`src/intc_cfg.svh`:
```
`ifndef INTC_CFG_SVH
`define INTC_CFG_SVH

// Register byte offsets
`define OFF_LEVEL0 8'h00
`define OFF_LEVEL_LAST 8'h14
`define OFF_DMASEL0 8'h20
`define OFF_DMASEL1 8'h24
`define OFF_DMASIZE 8'h28
`define OFF_MASK 8'h2c
`define OFF_SWDMA 8'h30
`define OFF_PEND0 8'h34
`define OFF_PEND1 8'h38
`define OFF_STATUS 8'h3c
`define OFF_CLEAR 8'h40
`define OFF_ENABLE 8'h44
`define OFF_LAST 8'h48

// Reset values and fixed levels
`define MASK_RESET 3'h7
`define LEVEL_TOP 3'h7
`define LEVEL_OFF 3'h0
`define VECTOR_BASE 24'hffff00

// Status bit positions
`define ST_GENERAL 0
`define ST_HWDMA 1
`define ST_SWDMA 2

// Bus responses
`define RESP_OKAY 2'h0
`define RESP_SLVERR 2'h2

`endif

```
`src/intc_pkg.sv`:
```
package intc_pkg;

    // Winner of arbitration
    typedef struct packed {
        logic valid;
        logic [2:0] level;
        logic [5:0] index;
    } grant_t;

    // Service request handed to the core
    typedef struct packed {
        logic [2:0] level;
        logic [7:0] vector;
        logic [23:0] vaddr;
    } service_t;

    typedef enum logic [1:0] {
        SIZE_1,
        SIZE_2,
        SIZE_4
    } dma_size_t;

endpackage

```
`src/priority_interrupt_arbiter.sv`:
```
// Chosen here: the placing of the registers and the AXI4-Lite register port.
`timescale 1ns/1ps
`include "intc_cfg.svh"
// How it works
// - 45 sources: 9 CPU traps, 26 peripherals, 10 external pins.
// - Each source has a fixed service vector, four times its index; its micro DMA vector is the index.
// - Maskable sources hold a software level, usable values 1 to 6.
// - Non-maskable sources always present level 7.
// - Only the highest pending level is forwarded to the core.
// - Core accepts when forwarded level is at least the mask.
// - Mask-load instruction writes its operand into the mask.
// - Mask-all instruction loads mask with 7.
// - New mask value governs acceptance from the next cycle.
// - Accepted request may start a micro DMA of 1, 2 or 4 bytes.
// - Software may start a micro DMA transfer directly.
// - On general-service acceptance mask becomes level plus one, capped at 7; a micro DMA acceptance leaves it.
// - Reset sets mask to 7.
// - Equal levels resolve toward the smaller vector.
// - Service address is vector base plus vector.
module priority_interrupt_arbiter
    import intc_pkg::*;
#(
    parameter int N_CPU = 9,
    parameter int N_EXT = 10,
    parameter int N_PERIPH = 26
) (
    input wire logic aclk,
    input wire logic aresetn,
    input wire logic [7:0] awaddr,
    input wire logic awvalid,
    output logic awready,
    input wire logic [31:0] wdata,
    input wire logic [3:0] wstrb,
    input wire logic wvalid,
    output logic wready,
    output logic [1:0] bresp,
    output logic bvalid,
    input wire logic bready,
    input wire logic [7:0] araddr,
    input wire logic arvalid,
    output logic arready,
    output logic [31:0] rdata,
    output logic [1:0] rresp,
    output logic rvalid,
    input wire logic rready,
    input wire logic [N_CPU-1:0] cpu_trap_req,
    input wire logic nmi_pin,
    input wire logic [N_EXT-2:0] external_request_pins,
    input wire logic [N_PERIPH-1:0] periph_req,
    input wire logic core_ready,
    input wire logic mask_load_instruction,
    input wire logic [2:0] mask_load_value,
    input wire logic mask_all_instruction,
    output logic [2:0] cpu_priority_mask,
    output logic pending_valid,
    output logic [2:0] pending_level,
    output logic int_accept,
    output service_t int_service,
    output logic udma_start,
    output logic [7:0] udma_vector,
    output dma_size_t udma_size,
    output logic irq
);

    localparam int N_SRC = N_CPU + N_EXT + N_PERIPH;
    localparam int N_NONMASK = N_CPU + 1;
    localparam int N_HI = N_SRC - 32;

    // Byte-lane merge for read-write registers
    function automatic logic [31:0] merge(logic [31:0] old, logic [31:0] nw, logic [3:0] s);
        logic [31:0] r;
        r = old;
        for (int b = 0; b < 4; b++) begin
            if (s[b]) begin
                r[8*b +: 8] = nw[8*b +: 8];
            end
        end
        return r;
    endfunction

    // Level that takes part in arbitration
    function automatic logic [2:0] eff_level(int idx, logic [2:0] lv);
        if (idx < N_NONMASK) begin
            return `LEVEL_TOP;
        end
        if (lv == `LEVEL_OFF || lv == `LEVEL_TOP) begin
            return `LEVEL_OFF;
        end
        return lv;
    endfunction

    logic aw_held, w_held, do_write, swdma_pend;
    logic [7:0] aw_addr;
    logic [7:0] sw_vector;
    logic [31:0] w_data;
    logic [3:0] w_strb;
    logic [2:0] level [N_SRC];
    logic [3*N_SRC-1:0] eff_flat;
    logic [N_SRC-1:0] src, src_prev, pending, dma_sel, clr;
    logic [2:0] status, enable, next_mask;
    logic [1:0] size_reg;
    logic accept_now, dma_route, hw_dma, sw_issue, set_general;
    logic [31:0] rd_word;
    logic rd_ok;
    grant_t best;

    assign src = {periph_req, external_request_pins, nmi_pin, cpu_trap_req};

    // Write channel handshakes, address and data taken in either order
    assign awready = !aw_held;
    assign wready = !w_held;
    assign do_write = aw_held && w_held && !bvalid;
    assign arready = !rvalid;

    always_ff @(posedge aclk) begin
        if (!aresetn) begin
            aw_held <= 1'b0;
            w_held <= 1'b0;
            aw_addr <= 8'h00;
            w_data <= 32'h0;
            w_strb <= 4'h0;
        end else begin
            if (awvalid && awready) begin
                aw_held <= 1'b1;
                aw_addr <= awaddr;
            end else if (do_write) begin
                aw_held <= 1'b0;
            end
            if (wvalid && wready) begin
                w_held <= 1'b1;
                w_data <= wdata;
                w_strb <= wstrb;
            end else if (do_write) begin
                w_held <= 1'b0;
            end
        end
    end

    // Write response
    always_ff @(posedge aclk) begin
        if (!aresetn) begin
            bvalid <= 1'b0;
            bresp <= `RESP_OKAY;
        end else if (do_write) begin
            bvalid <= 1'b1;
            bresp <= (aw_addr[1:0] == 2'h0 && (aw_addr <= `OFF_LEVEL_LAST
                      || aw_addr <= `OFF_LAST && aw_addr >= `OFF_DMASEL0))
                      ? `RESP_OKAY : `RESP_SLVERR;
        end else if (bready) begin
            bvalid <= 1'b0;
        end
    end

    // Per-source levels, non-maskable fields ignore writes
    always_ff @(posedge aclk) begin
        if (!aresetn) begin
            for (int i = 0; i < N_SRC; i++) begin
                level[i] <= `LEVEL_OFF;
            end
        end else if (do_write && aw_addr <= `OFF_LEVEL_LAST && aw_addr[1:0] == 2'h0) begin
            for (int k = 0; k < 8; k++) begin
                if (8 * int'(aw_addr[4:2]) + k >= N_NONMASK && 8 * int'(aw_addr[4:2]) + k < N_SRC
                    && w_strb[k/2]) begin
                    level[8 * int'(aw_addr[4:2]) + k] <= w_data[4*k +: 3];
                end
            end
        end
    end

    // Flattened effective levels for the resolver
    always_comb begin
        eff_flat = '0;
        for (int i = 0; i < N_SRC; i++) begin
            eff_flat[3*i +: 3] = eff_level(i, level[i]);
        end
    end

    // Micro DMA routing, size and enable registers
    always_ff @(posedge aclk) begin
        if (!aresetn) begin
            dma_sel <= '0;
            size_reg <= 2'h0;
            enable <= 3'h0;
        end else if (do_write) begin
            unique case (aw_addr)
                `OFF_DMASEL0: dma_sel[31:0] <= merge(dma_sel[31:0], w_data, w_strb);
                `OFF_DMASEL1: dma_sel[N_SRC-1:32] <= N_HI'(merge(32'(dma_sel[N_SRC-1:32]),
                    w_data, w_strb));
                `OFF_DMASIZE: size_reg <= w_strb[0] && w_data[1:0] != 2'h3 ? w_data[1:0] : size_reg;
                `OFF_ENABLE: enable <= w_strb[0] ? w_data[2:0] : enable;
                default: ;
            endcase
        end
    end

    // Edge capture of requests; a new edge beats the acceptance clear
    always_ff @(posedge aclk) begin
        if (!aresetn) begin
            src_prev <= '0;
            pending <= '0;
        end else begin
            src_prev <= src;
            pending <= (pending & ~clr) | (src & ~src_prev);
        end
    end

    priority_resolver #(
        .N(N_SRC)
    ) u_resolver (
        .pending(pending),
        .levels(eff_flat),
        .best(best)
    );

    // Forwarded request and acceptance decision
    assign pending_valid = best.valid;
    assign pending_level = best.level;
    assign accept_now = best.valid && best.level >= cpu_priority_mask && core_ready
                        && !mask_load_instruction && !mask_all_instruction;
    assign dma_route = dma_sel[best.index] && int'(best.index) >= N_NONMASK;
    assign hw_dma = accept_now && dma_route;
    assign sw_issue = swdma_pend && !hw_dma;
    assign set_general = accept_now && !dma_route;
    assign clr = accept_now ? N_SRC'(1) << best.index : '0;
    assign next_mask = best.level == `LEVEL_TOP ? `LEVEL_TOP : best.level + 3'h1;

    // Priority mask of the core
    always_ff @(posedge aclk) begin
        if (!aresetn) begin
            cpu_priority_mask <= `MASK_RESET;
        end else if (mask_all_instruction) begin
            cpu_priority_mask <= `LEVEL_TOP;
        end else if (mask_load_instruction) begin
            cpu_priority_mask <= mask_load_value;
        end else if (set_general) begin
            cpu_priority_mask <= next_mask;
        end else if (do_write && aw_addr == `OFF_MASK && w_strb[0]) begin
            cpu_priority_mask <= w_data[2:0];
        end
    end

    // General service hand-off
    always_ff @(posedge aclk) begin
        if (!aresetn) begin
            int_accept <= 1'b0;
            int_service <= '0;
        end else begin
            int_accept <= set_general;
            if (set_general) begin
                int_service.level <= best.level;
                int_service.vector <= {best.index, 2'b00};
                int_service.vaddr <= `VECTOR_BASE + {16'h0, best.index, 2'b00};
            end
        end
    end

    // Software start waits while a hardware transfer takes the port; its vector is kept apart
    always_ff @(posedge aclk) begin
        if (!aresetn) begin
            swdma_pend <= 1'b0;
            sw_vector <= 8'h00;
            udma_start <= 1'b0;
            udma_vector <= 8'h00;
            udma_size <= SIZE_1;
        end else begin
            udma_start <= hw_dma || sw_issue;
            if (do_write && aw_addr == `OFF_SWDMA && w_strb[0]) begin
                swdma_pend <= 1'b1;
                sw_vector <= w_data[7:0];
            end else if (sw_issue) begin
                swdma_pend <= 1'b0;
            end
            if (hw_dma) begin
                udma_vector <= {2'b00, best.index};
            end else if (sw_issue) begin
                udma_vector <= sw_vector;
            end
            if (hw_dma || sw_issue) begin
                udma_size <= dma_size_t'(size_reg);
            end
        end
    end

    // Sticky events; a new event beats a clear
    always_ff @(posedge aclk) begin
        if (!aresetn) begin
            status <= 3'h0;
        end else begin
            status <= (status & ~((do_write && aw_addr == `OFF_CLEAR && w_strb[0])
                      ? w_data[2:0] : 3'h0))
                      | {sw_issue, hw_dma, set_general};
        end
    end

    assign irq = |(status & enable);

    // Read decode
    always_comb begin
        rd_word = 32'h0;
        rd_ok = 1'b1;
        if (araddr <= `OFF_LEVEL_LAST && araddr[1:0] == 2'h0) begin
            for (int k = 0; k < 8; k++) begin
                if (8 * int'(araddr[4:2]) + k < N_SRC) begin
                    rd_word[4*k +: 3] = 8 * int'(araddr[4:2]) + k < N_NONMASK ? `LEVEL_TOP
                                        : level[8 * int'(araddr[4:2]) + k];
                end
            end
        end else begin
            unique case (araddr)
                `OFF_DMASEL0: rd_word = dma_sel[31:0];
                `OFF_DMASEL1: rd_word = 32'(dma_sel[N_SRC-1:32]);
                `OFF_DMASIZE: rd_word = {30'h0, size_reg};
                `OFF_MASK: rd_word = {29'h0, cpu_priority_mask};
                `OFF_SWDMA: rd_word = {23'h0, swdma_pend, sw_vector};
                `OFF_PEND0: rd_word = pending[31:0];
                `OFF_PEND1: rd_word = 32'(pending[N_SRC-1:32]);
                `OFF_STATUS: rd_word = {29'h0, status};
                `OFF_CLEAR: rd_word = 32'h0;
                `OFF_ENABLE: rd_word = {29'h0, enable};
                `OFF_LAST: rd_word = {8'h0, int_service.level, 5'h0, int_service.vector, 8'h0};
                default: rd_ok = 1'b0;
            endcase
        end
    end

    // Read data channel
    always_ff @(posedge aclk) begin
        if (!aresetn) begin
            rvalid <= 1'b0;
            rdata <= 32'h0;
            rresp <= `RESP_OKAY;
        end else if (arvalid && arready) begin
            rvalid <= 1'b1;
            rdata <= rd_word;
            rresp <= rd_ok ? `RESP_OKAY : `RESP_SLVERR;
        end else if (rready) begin
            rvalid <= 1'b0;
        end
    end

    // Checks
    logic better_exists;
    always_comb begin
        better_exists = 1'b0;
        for (int j = 0; j < N_SRC; j++) begin
            if (pending[j] && eff_flat[3*j +: 3] != 3'h0 && best.valid
                && (eff_flat[3*j +: 3] > best.level
                    || (eff_flat[3*j +: 3] == best.level && j < int'(best.index)))) begin
                better_exists = 1'b1;
            end
        end
    end

    property p_mask_reset;
        @(posedge aclk) $rose(aresetn) |-> cpu_priority_mask == 3'h7;
    endproperty
    a_mask_reset: assert property (p_mask_reset) else $error("mask not 7 after reset");

    property p_accept_level;
        @(posedge aclk) disable iff (!aresetn)
        int_accept |-> $past(best.level) >= $past(cpu_priority_mask);
    endproperty
    a_accept_level: assert property (p_accept_level) else $error("accepted below mask");

    property p_mask_raise;
        @(posedge aclk) disable iff (!aresetn)
        int_accept |-> cpu_priority_mask == (int_service.level == 3'h7 ? 3'h7
                                             : int_service.level + 3'h1);
    endproperty
    a_mask_raise: assert property (p_mask_raise) else $error("mask not raised");

    property p_mask_load;
        @(posedge aclk) disable iff (!aresetn)
        mask_load_instruction && !mask_all_instruction |=>
            cpu_priority_mask == $past(mask_load_value) && !int_accept;
    endproperty
    a_mask_load: assert property (p_mask_load) else $error("mask load lost");

    property p_mask_all;
        @(posedge aclk) disable iff (!aresetn)
        mask_all_instruction |=> cpu_priority_mask == 3'h7;
    endproperty
    a_mask_all: assert property (p_mask_all) else $error("mask-all did not give 7");

    property p_vector;
        @(posedge aclk) disable iff (!aresetn)
        int_accept |-> int_service.vector == {$past(best.index), 2'b00}
            && int_service.vaddr == 24'hffff00 + {16'h0, int_service.vector};
    endproperty
    a_vector: assert property (p_vector) else $error("vector or address wrong");

    property p_nonmask;
        @(posedge aclk) disable iff (!aresetn)
        best.valid && int'(best.index) < N_NONMASK |-> best.level == 3'h7;
    endproperty
    a_nonmask: assert property (p_nonmask) else $error("non-maskable level not 7");

    property p_winner;
        @(posedge aclk) disable iff (!aresetn)
        best.valid |-> !better_exists;
    endproperty
    a_winner: assert property (p_winner) else $error("wrong arbitration winner");

    property p_hw_dma;
        @(posedge aclk) disable iff (!aresetn)
        hw_dma |=> udma_start && !int_accept && udma_vector == {2'b00, $past(best.index)};
    endproperty
    a_hw_dma: assert property (p_hw_dma) else $error("micro DMA not started");

    property p_sw_dma;
        @(posedge aclk) disable iff (!aresetn)
        do_write && aw_addr == 8'h30 && w_strb[0] |-> ##[1:3] udma_start;
    endproperty
    a_sw_dma: assert property (p_sw_dma) else $error("software DMA start lost");

endmodule

```
`src/priority_resolver.sv`:
```
`timescale 1ns/1ps
module priority_resolver
    import intc_pkg::*;
#(
    parameter int N = 45
) (
    input wire logic [N-1:0] pending,
    input wire logic [3*N-1:0] levels,
    output grant_t best
);

    // Highest level wins; downward scan lets the smaller index win ties
    always_comb begin
        best = '0;
        for (int i = N - 1; i >= 0; i--) begin
            if (pending[i] && levels[3*i +: 3] != 3'h0 && levels[3*i +: 3] >= best.level) begin
                best.valid = 1'b1;
                best.level = levels[3*i +: 3];
                best.index = 6'(i);
            end
        end
    end

endmodule

```
`config.mk`:
```
export PLATFORM = sky130hd
export DESIGN_NAME = priority_interrupt_arbiter
export DESIGN_NICKNAME = d
export VERILOG_FILES = /design/src/intc_pkg.sv /design/src/priority_interrupt_arbiter.sv /design/src/priority_resolver.sv
export VERILOG_INCLUDE_DIRS = /design/src
export SDC_FILE = /design/constraint.sdc
export NUM_CORES = 1
export LEC_CHECK = 0
export CAP_MARGIN = 30
export CORE_MARGIN = 2
export CORE_UTILIZATION = 38
export CTS_BUF_LIST = sky130_fd_sc_hd__clkbuf_2 sky130_fd_sc_hd__clkbuf_4 sky130_fd_sc_hd__clkbuf_8
export CTS_CLUSTER_DIAMETER = 50
export CTS_CLUSTER_SIZE = 30
export DETAILED_ROUTE_END_ITERATION = 10
export DONT_BUFFER_PORTS = 1
export SETUP_SLACK_MARGIN = 0.1
export SYNTH_ARGS = -nofsm -noshare
export SYNTH_HDL_FRONTEND = slang
export SYNTH_HIERARCHICAL = 1
export SYNTH_SLANG_ARGS = --single-unit
```
`constraint.sdc`:
```
create_clock -name aclk -period 152.9 [get_ports aclk]
set_clock_uncertainty 0.15 [all_clocks]
set_input_delay 22.935 -clock aclk [delete_from_list [all_inputs] [get_ports aclk]]
set_output_delay 22.935 -clock aclk [all_outputs]
set_load 0.005 [all_outputs]
```
# Word-level counts from Yosys, hierarchy flattened
# Memories as Yosys holds them, arrays and structs flattened.
# Index checks and enable logic that the tools add are counted.
# word_totals
mem_count	1
ram_bits	135
output_inout_bits	96
reg_bits	284
inputBits	110
word_cells	727
# classes
reduce_logical	265
eq_ne	55
shift	1
muxes	263
n_bitwise	10
n_lt_le_gt_ge	84
add_sub_neg	16
# mem_list
name	depth	width	read_ports	rd_ports_with_merged_regs	wr	line_no	source
level	45	3	43	0	45	priority_interrupt_arbiter.sv:97	logic [2:0] level [N_SRC];
# ops
cell	n
10-bit 2-to-1 mux	45
32-bit by 7-bit less-than comparator with 1-bit output (second input constant)	14
3-bit 2-to-1 mux	107
32-bit case mux with 10 select lines	1
32-bit by 5-bit greater-or-equal comparator with 1-bit output (second input constant)	7
32-bit by 5-bit less-than comparator with 1-bit output (second input constant)	7
1-bit logical AND	121
3-bit == test (second input constant)	36
3-bit nonzero test	36
3-bit greater-or-equal comparator	35
3-bit logical NOT	35
8-bit by 6-bit == test with 1-bit output (second input constant)	13
1-bit 2-to-1 mux	96
45-bit bitwise AND	2
45-bit inverter	2
6-bit 2-to-1 mux	10
6-bit by 3-bit adder with 7-bit output (second input constant)	8
45-bit 2-to-1 mux	1
45-bit bitwise OR	1
1-bit by 6-bit << shifter with 45-bit output (first input constant)	1
8-bit by 7-bit == test with 1-bit output (second input constant)	5
1-bit logical OR	37
3-bit greater-or-equal comparator (first input constant)	10
6-bit by 2-bit adder with 7-bit output (second input constant)	4
25 further kinds	60

# Depth between registers and ports, before layout
# An unclocked memory read counts as a cell.
# depth
depth_word	151
mapped_depth	327
depth_no_buf	325

# Cells and area by module
# The synthesis kept the hierarchy.
# modules_own_cells
mod	n_inst	seq_area_each_um2	cells_per_inst	area_per_inst_um2
priority_interrupt_arbiter	1	8338.0	1756	16722.3
priority_resolver	1	0.0	1029	6596.3

# Least setup slack after synthesis
# Ideal clock, no wire load.
# synth_timing
path_kind	register to output
startpoint	mem level[44][0]
endpoint	out pending_level[0]
required_time_ps	129815
stages_incl_launch_ff	246
path_buffers	0
path_slack_ps	84795
arrival_time_ps	45020
cell_sequence	edfxtp_1 > a21boi_0 > nand2_1 > ha_1 > a21oi_1 > o21ai_2 > and3_1 > or2_1 > inv_1 > ha_1 > a32o_1 > a32oi_4 > nand2_1 > o21ai_0 > ha_1 > nand2b_1 > maj3_1 > maj3_1 > [210 not listed] > a311oi_1 > a21o_1 > ha_1 > nand2b_1 > a21oi_1 > nor2b_1 > o21ai_0 > a31oi_1 > a21o_1 > o21ai_0 > a31oi_1 > mux2_2 > mux2_2 > mux2_2 > mux2_2 > a21oi_1 > o211a_1 > o21ai_1
# synth_lines
element	line_no	source
from (decl)	priority_interrupt_arbiter.sv:97	
to (decl)	priority_interrupt_arbiter.sv:56	output logic [2:0] pending_level,

==> flow_summary.json <==
{
  "run_status": "finished, final reports clean",
  "postLayoutCoreUtil_pct": 42.0,
  "grt_antenna_before_repair": 1,
  "design.core.area_mm2": 0.0605,
  "timing.critical_path.from_type": "register",
  "die_w_um": 252,
  "wire_length_of_the_first_global_routing_pass_mm": 131,
  "grt_overflow_total": 0,
  "dp.cells": 3570,
  "totalNegativeSetupSlack_ps": 0,
  "slew_headroom_pct": 29.1,
  "design_area_mm2": 0.0254,
  "post_route_cells_drive_above_1_share_pct": 7.32,
  "placedInstanceArea_mm2": 0.0243,
  "routed_via_density": 6.09,
  "critical_path.slowest_cell": "sky130_fd_sc_hd__edfxtp_1",
  "postSynth.asyncResetShare_pct": 0,
  "floorplan.initialDensity_pct": 38.6,
  "path_max_fanout": 8,
  "kind_of_cell_with_the_highest_combined_delay_on_the_critical_path": "compound AO/OA/AOI/OAI gates",
  "firstDrtPassIters": 6,
  "via_count_of_the_first_global_routing_pass": 20813,
  "dieHeight_um": 252,
  "cts_resized": 0,
  "crit_path_time_final_ps": 75690,
  "dp_worst_setup_slack_ps": 79210,
  "seq_area_mm2": 0.00834,
  "power_density_mw_per_mm2": 10.7,
  "grt.total_usage_pct": 27.5,
  "vdd.ir_drop.worst_mv": 0.0122,
  "die_outline_area_mm2": 0.0634,
  "synth_cell_types": 113,
  "leading_cell_types_in_the_layout_fill_and_taps_excluded": "sky130_fd_sc_hd__nand2_1 (298), sky130_fd_sc_hd__dfxtp_1 (259), sky130_fd_sc_hd__a21oi_1 (235)",
  "final_hold_viol_count": 0,
  "area_of_combinational_cells_with_multiple_inputs_mm2": 0.0144,
  "final_min_period_over_clock_period_pct": 49.5,
  "registers.top_by_ff_count": "level",
  "fmax_ghz": 0.0132,
  "final_net_count": 3003,
  "finalWirelength_mm": 89.8,
  "area_delta_synth_final_pct": 8.89,
  "finalSetupViolations": 0,
  "clockBufferDepth": 3,
  "flop_and_latch_count_out_of_synthesis": 364,
  "drtIter0Drc": 2577,
  "rows": 90,
  "cts_tree": "built",
  "ys.warnings.count": 6,
  "floorplan.io_pins": 206,
  "tritoncts_buffers": 44,
  "synthesized_area_mm2": 0.0233,
  "non_filler_cells_final": 3654,
  "commonest_non_fill_non_tap_cell_in_the_layout": "sky130_fd_sc_hd__nand2_1",
  "critPathMaxStageDelay_ps": 470,
  "syn-mean-instance-area_um2": 8.37,
  "report.final.slew_viol_count": 0,
  "post-cts-setup-buffer-count": 0,
  "worst-endpoint-required_ps": 129820,
  "path_class": "register to output port",
  "leakage_power_figure_nw": 10.4,
  "yosys_most_used_dff": "sky130_fd_sc_hd__dfxtp_1",
  "register_area_share_after_synthesis_pct": 35.8,
  "remaining_drc_errors": 0,
  "rsz0062_at_grt": "no",
  "timing.critical_path.to_type": "output port",
  "largest_register_ffs": 105,
  "clockRootBuffer": "sky130_fd_sc_hd__clkbuf_8",
  "finalWeightedCongestion": 0.999,
  "filler_cell_count": 5987,
  "r2r_slack_ps": 98490,
  "port_buffers": 0,
  "synth_enable_flop_cells": 105,
  "via_count": 22265,
  "critical-path-top-cell-by-count": "sky130_fd_sc_hd__ha_1",
  "grt_max_degree": 124,
  "cp.buffers_inverters": 7,
  "setup_ws_ps": 77210,
  "insertion_delay_ps": 690,
  "fin_worst_hold_slack_ps": 317,
  "cts_hold_buffers": 0,
  "finalPower_mw": 0.271,
  "dp_hpwl_mm": 70.2,
  "critPathArrivalTime_ps": 52610,
  "number_of_sinks_handled_by_clock_tree_synthesis": 364,
  "cts_h_tree_depth": 2,
  "postRouteAntennaNets": 0,
  "maxCapViolations": 0,
  "worst_pin_slew_ps": 1060,
  "post_drt_wl_per_cell_um": 24.6,
  "clkSlewWorstSetupHoldPaths_ps": 110,
  "synthesis.instances": 2785,
  "hp-class": "register to register"
}
-- metal layers --
layer  vias up  global-route usage [%]  share of wire, %
met2      1179                    41.2                42
met3       179                    7.16                11
met4         0                    9.71               3.7
met1     10683                    37.9                43
met5         -                       0                 0
li1      10224                       -                 -
-- tightest hold or removal path: stages, from the launching register on --
cell and delay, ps:
sky130_fd_sc_hd__dfxtp_1 330, sky130_fd_sc_hd__nand2_1 50, sky130_fd_sc_hd__a21oi_1 50
-- final timing paths --
| kind | from | to | cells after the start |
|---|---|---|---|
| worst max-delay path | level[44][0]$_SDFFCE_PN0P_ | pending_level[0] | 247 |
| worst min-delay path | w_data[19]$_SDFFE_PN0P_ | w_data[19]$_SDFFE_PN0P_ | 2 |
| worst max register to register | level[44][0]$_SDFFCE_PN0P_ | pending[27]$_SDFF_PN0_ | 256 |
| worst min register to register | w_data[19]$_SDFFE_PN0P_ | w_data[19]$_SDFFE_PN0P_ | 2 |
-- area by class of cell --
class | instances | share of cell area (%)
Tap cell | 782 | 3.85
Inverter | 100 | 1.50
Clock inverter | 37 | 1.90
Antenna cell | 2 | 0.0197
Multi-Input combinational cell | 2305 | 56.8
Timing Repair Buffer | 19 | 0.631
Clock buffer | 45 | 2.44
Sequential cell | 364 | 32.8
-- power by group --
part           leakage, nW  internal [mW]  total [mW]  switching (mW)
registers             3.21          0.103       0.111         0.00785
logic                 6.63         0.0272      0.0750          0.0478
clock network        0.552         0.0386      0.0856          0.0470
-- cells by family (layout without fill, tap and decap cells) --
family / Yosys count / after routing / share of synthesized area (%)
compound gates: 888 / 888 / 25.6
flops: 364 / 364 / 35.8
simple gates: 1049 / 1049 / 22.6
buf+inv: 243 / 201 / 4.54
xor+xnor: 1 / 1 / 0.0376
mux: 165 / 165 / 7.63
fa+ha+maj: 73 / 73 / 3.77
other cells: 2 / 131 / 0.0322
-- synthesized netlist by cell type, types with 59 or more instances --
cell type | number | area share (%)
sky130_fd_sc_hd__and3_1 | 94 | 2.5
sky130_fd_sc_hd__dfxtp_1 | 259 | 22
sky130_fd_sc_hd__clkbuf_1 | 97 | 1.6
sky130_fd_sc_hd__edfxtp_1 | 105 | 14
sky130_fd_sc_hd__mux2i_1 | 121 | 5.2
sky130_fd_sc_hd__a21boi_0 | 104 | 3.3
sky130_fd_sc_hd__o21ai_0 | 192 | 4.1
sky130_fd_sc_hd__nand2b_1 | 110 | 3.0
sky130_fd_sc_hd__nand3_1 | 74 | 1.6
sky130_fd_sc_hd__ha_1 | 59 | 3.2
sky130_fd_sc_hd__inv_1 | 99 | 1.6
sky130_fd_sc_hd__nor2_1 | 207 | 3.3
sky130_fd_sc_hd__nand2_1 | 298 | 4.8
sky130_fd_sc_hd__a21oi_1 | 236 | 5.1
sky130_fd_sc_hd__and2_1 | 106 | 2.8
Power figures use the tool's default switching activity.
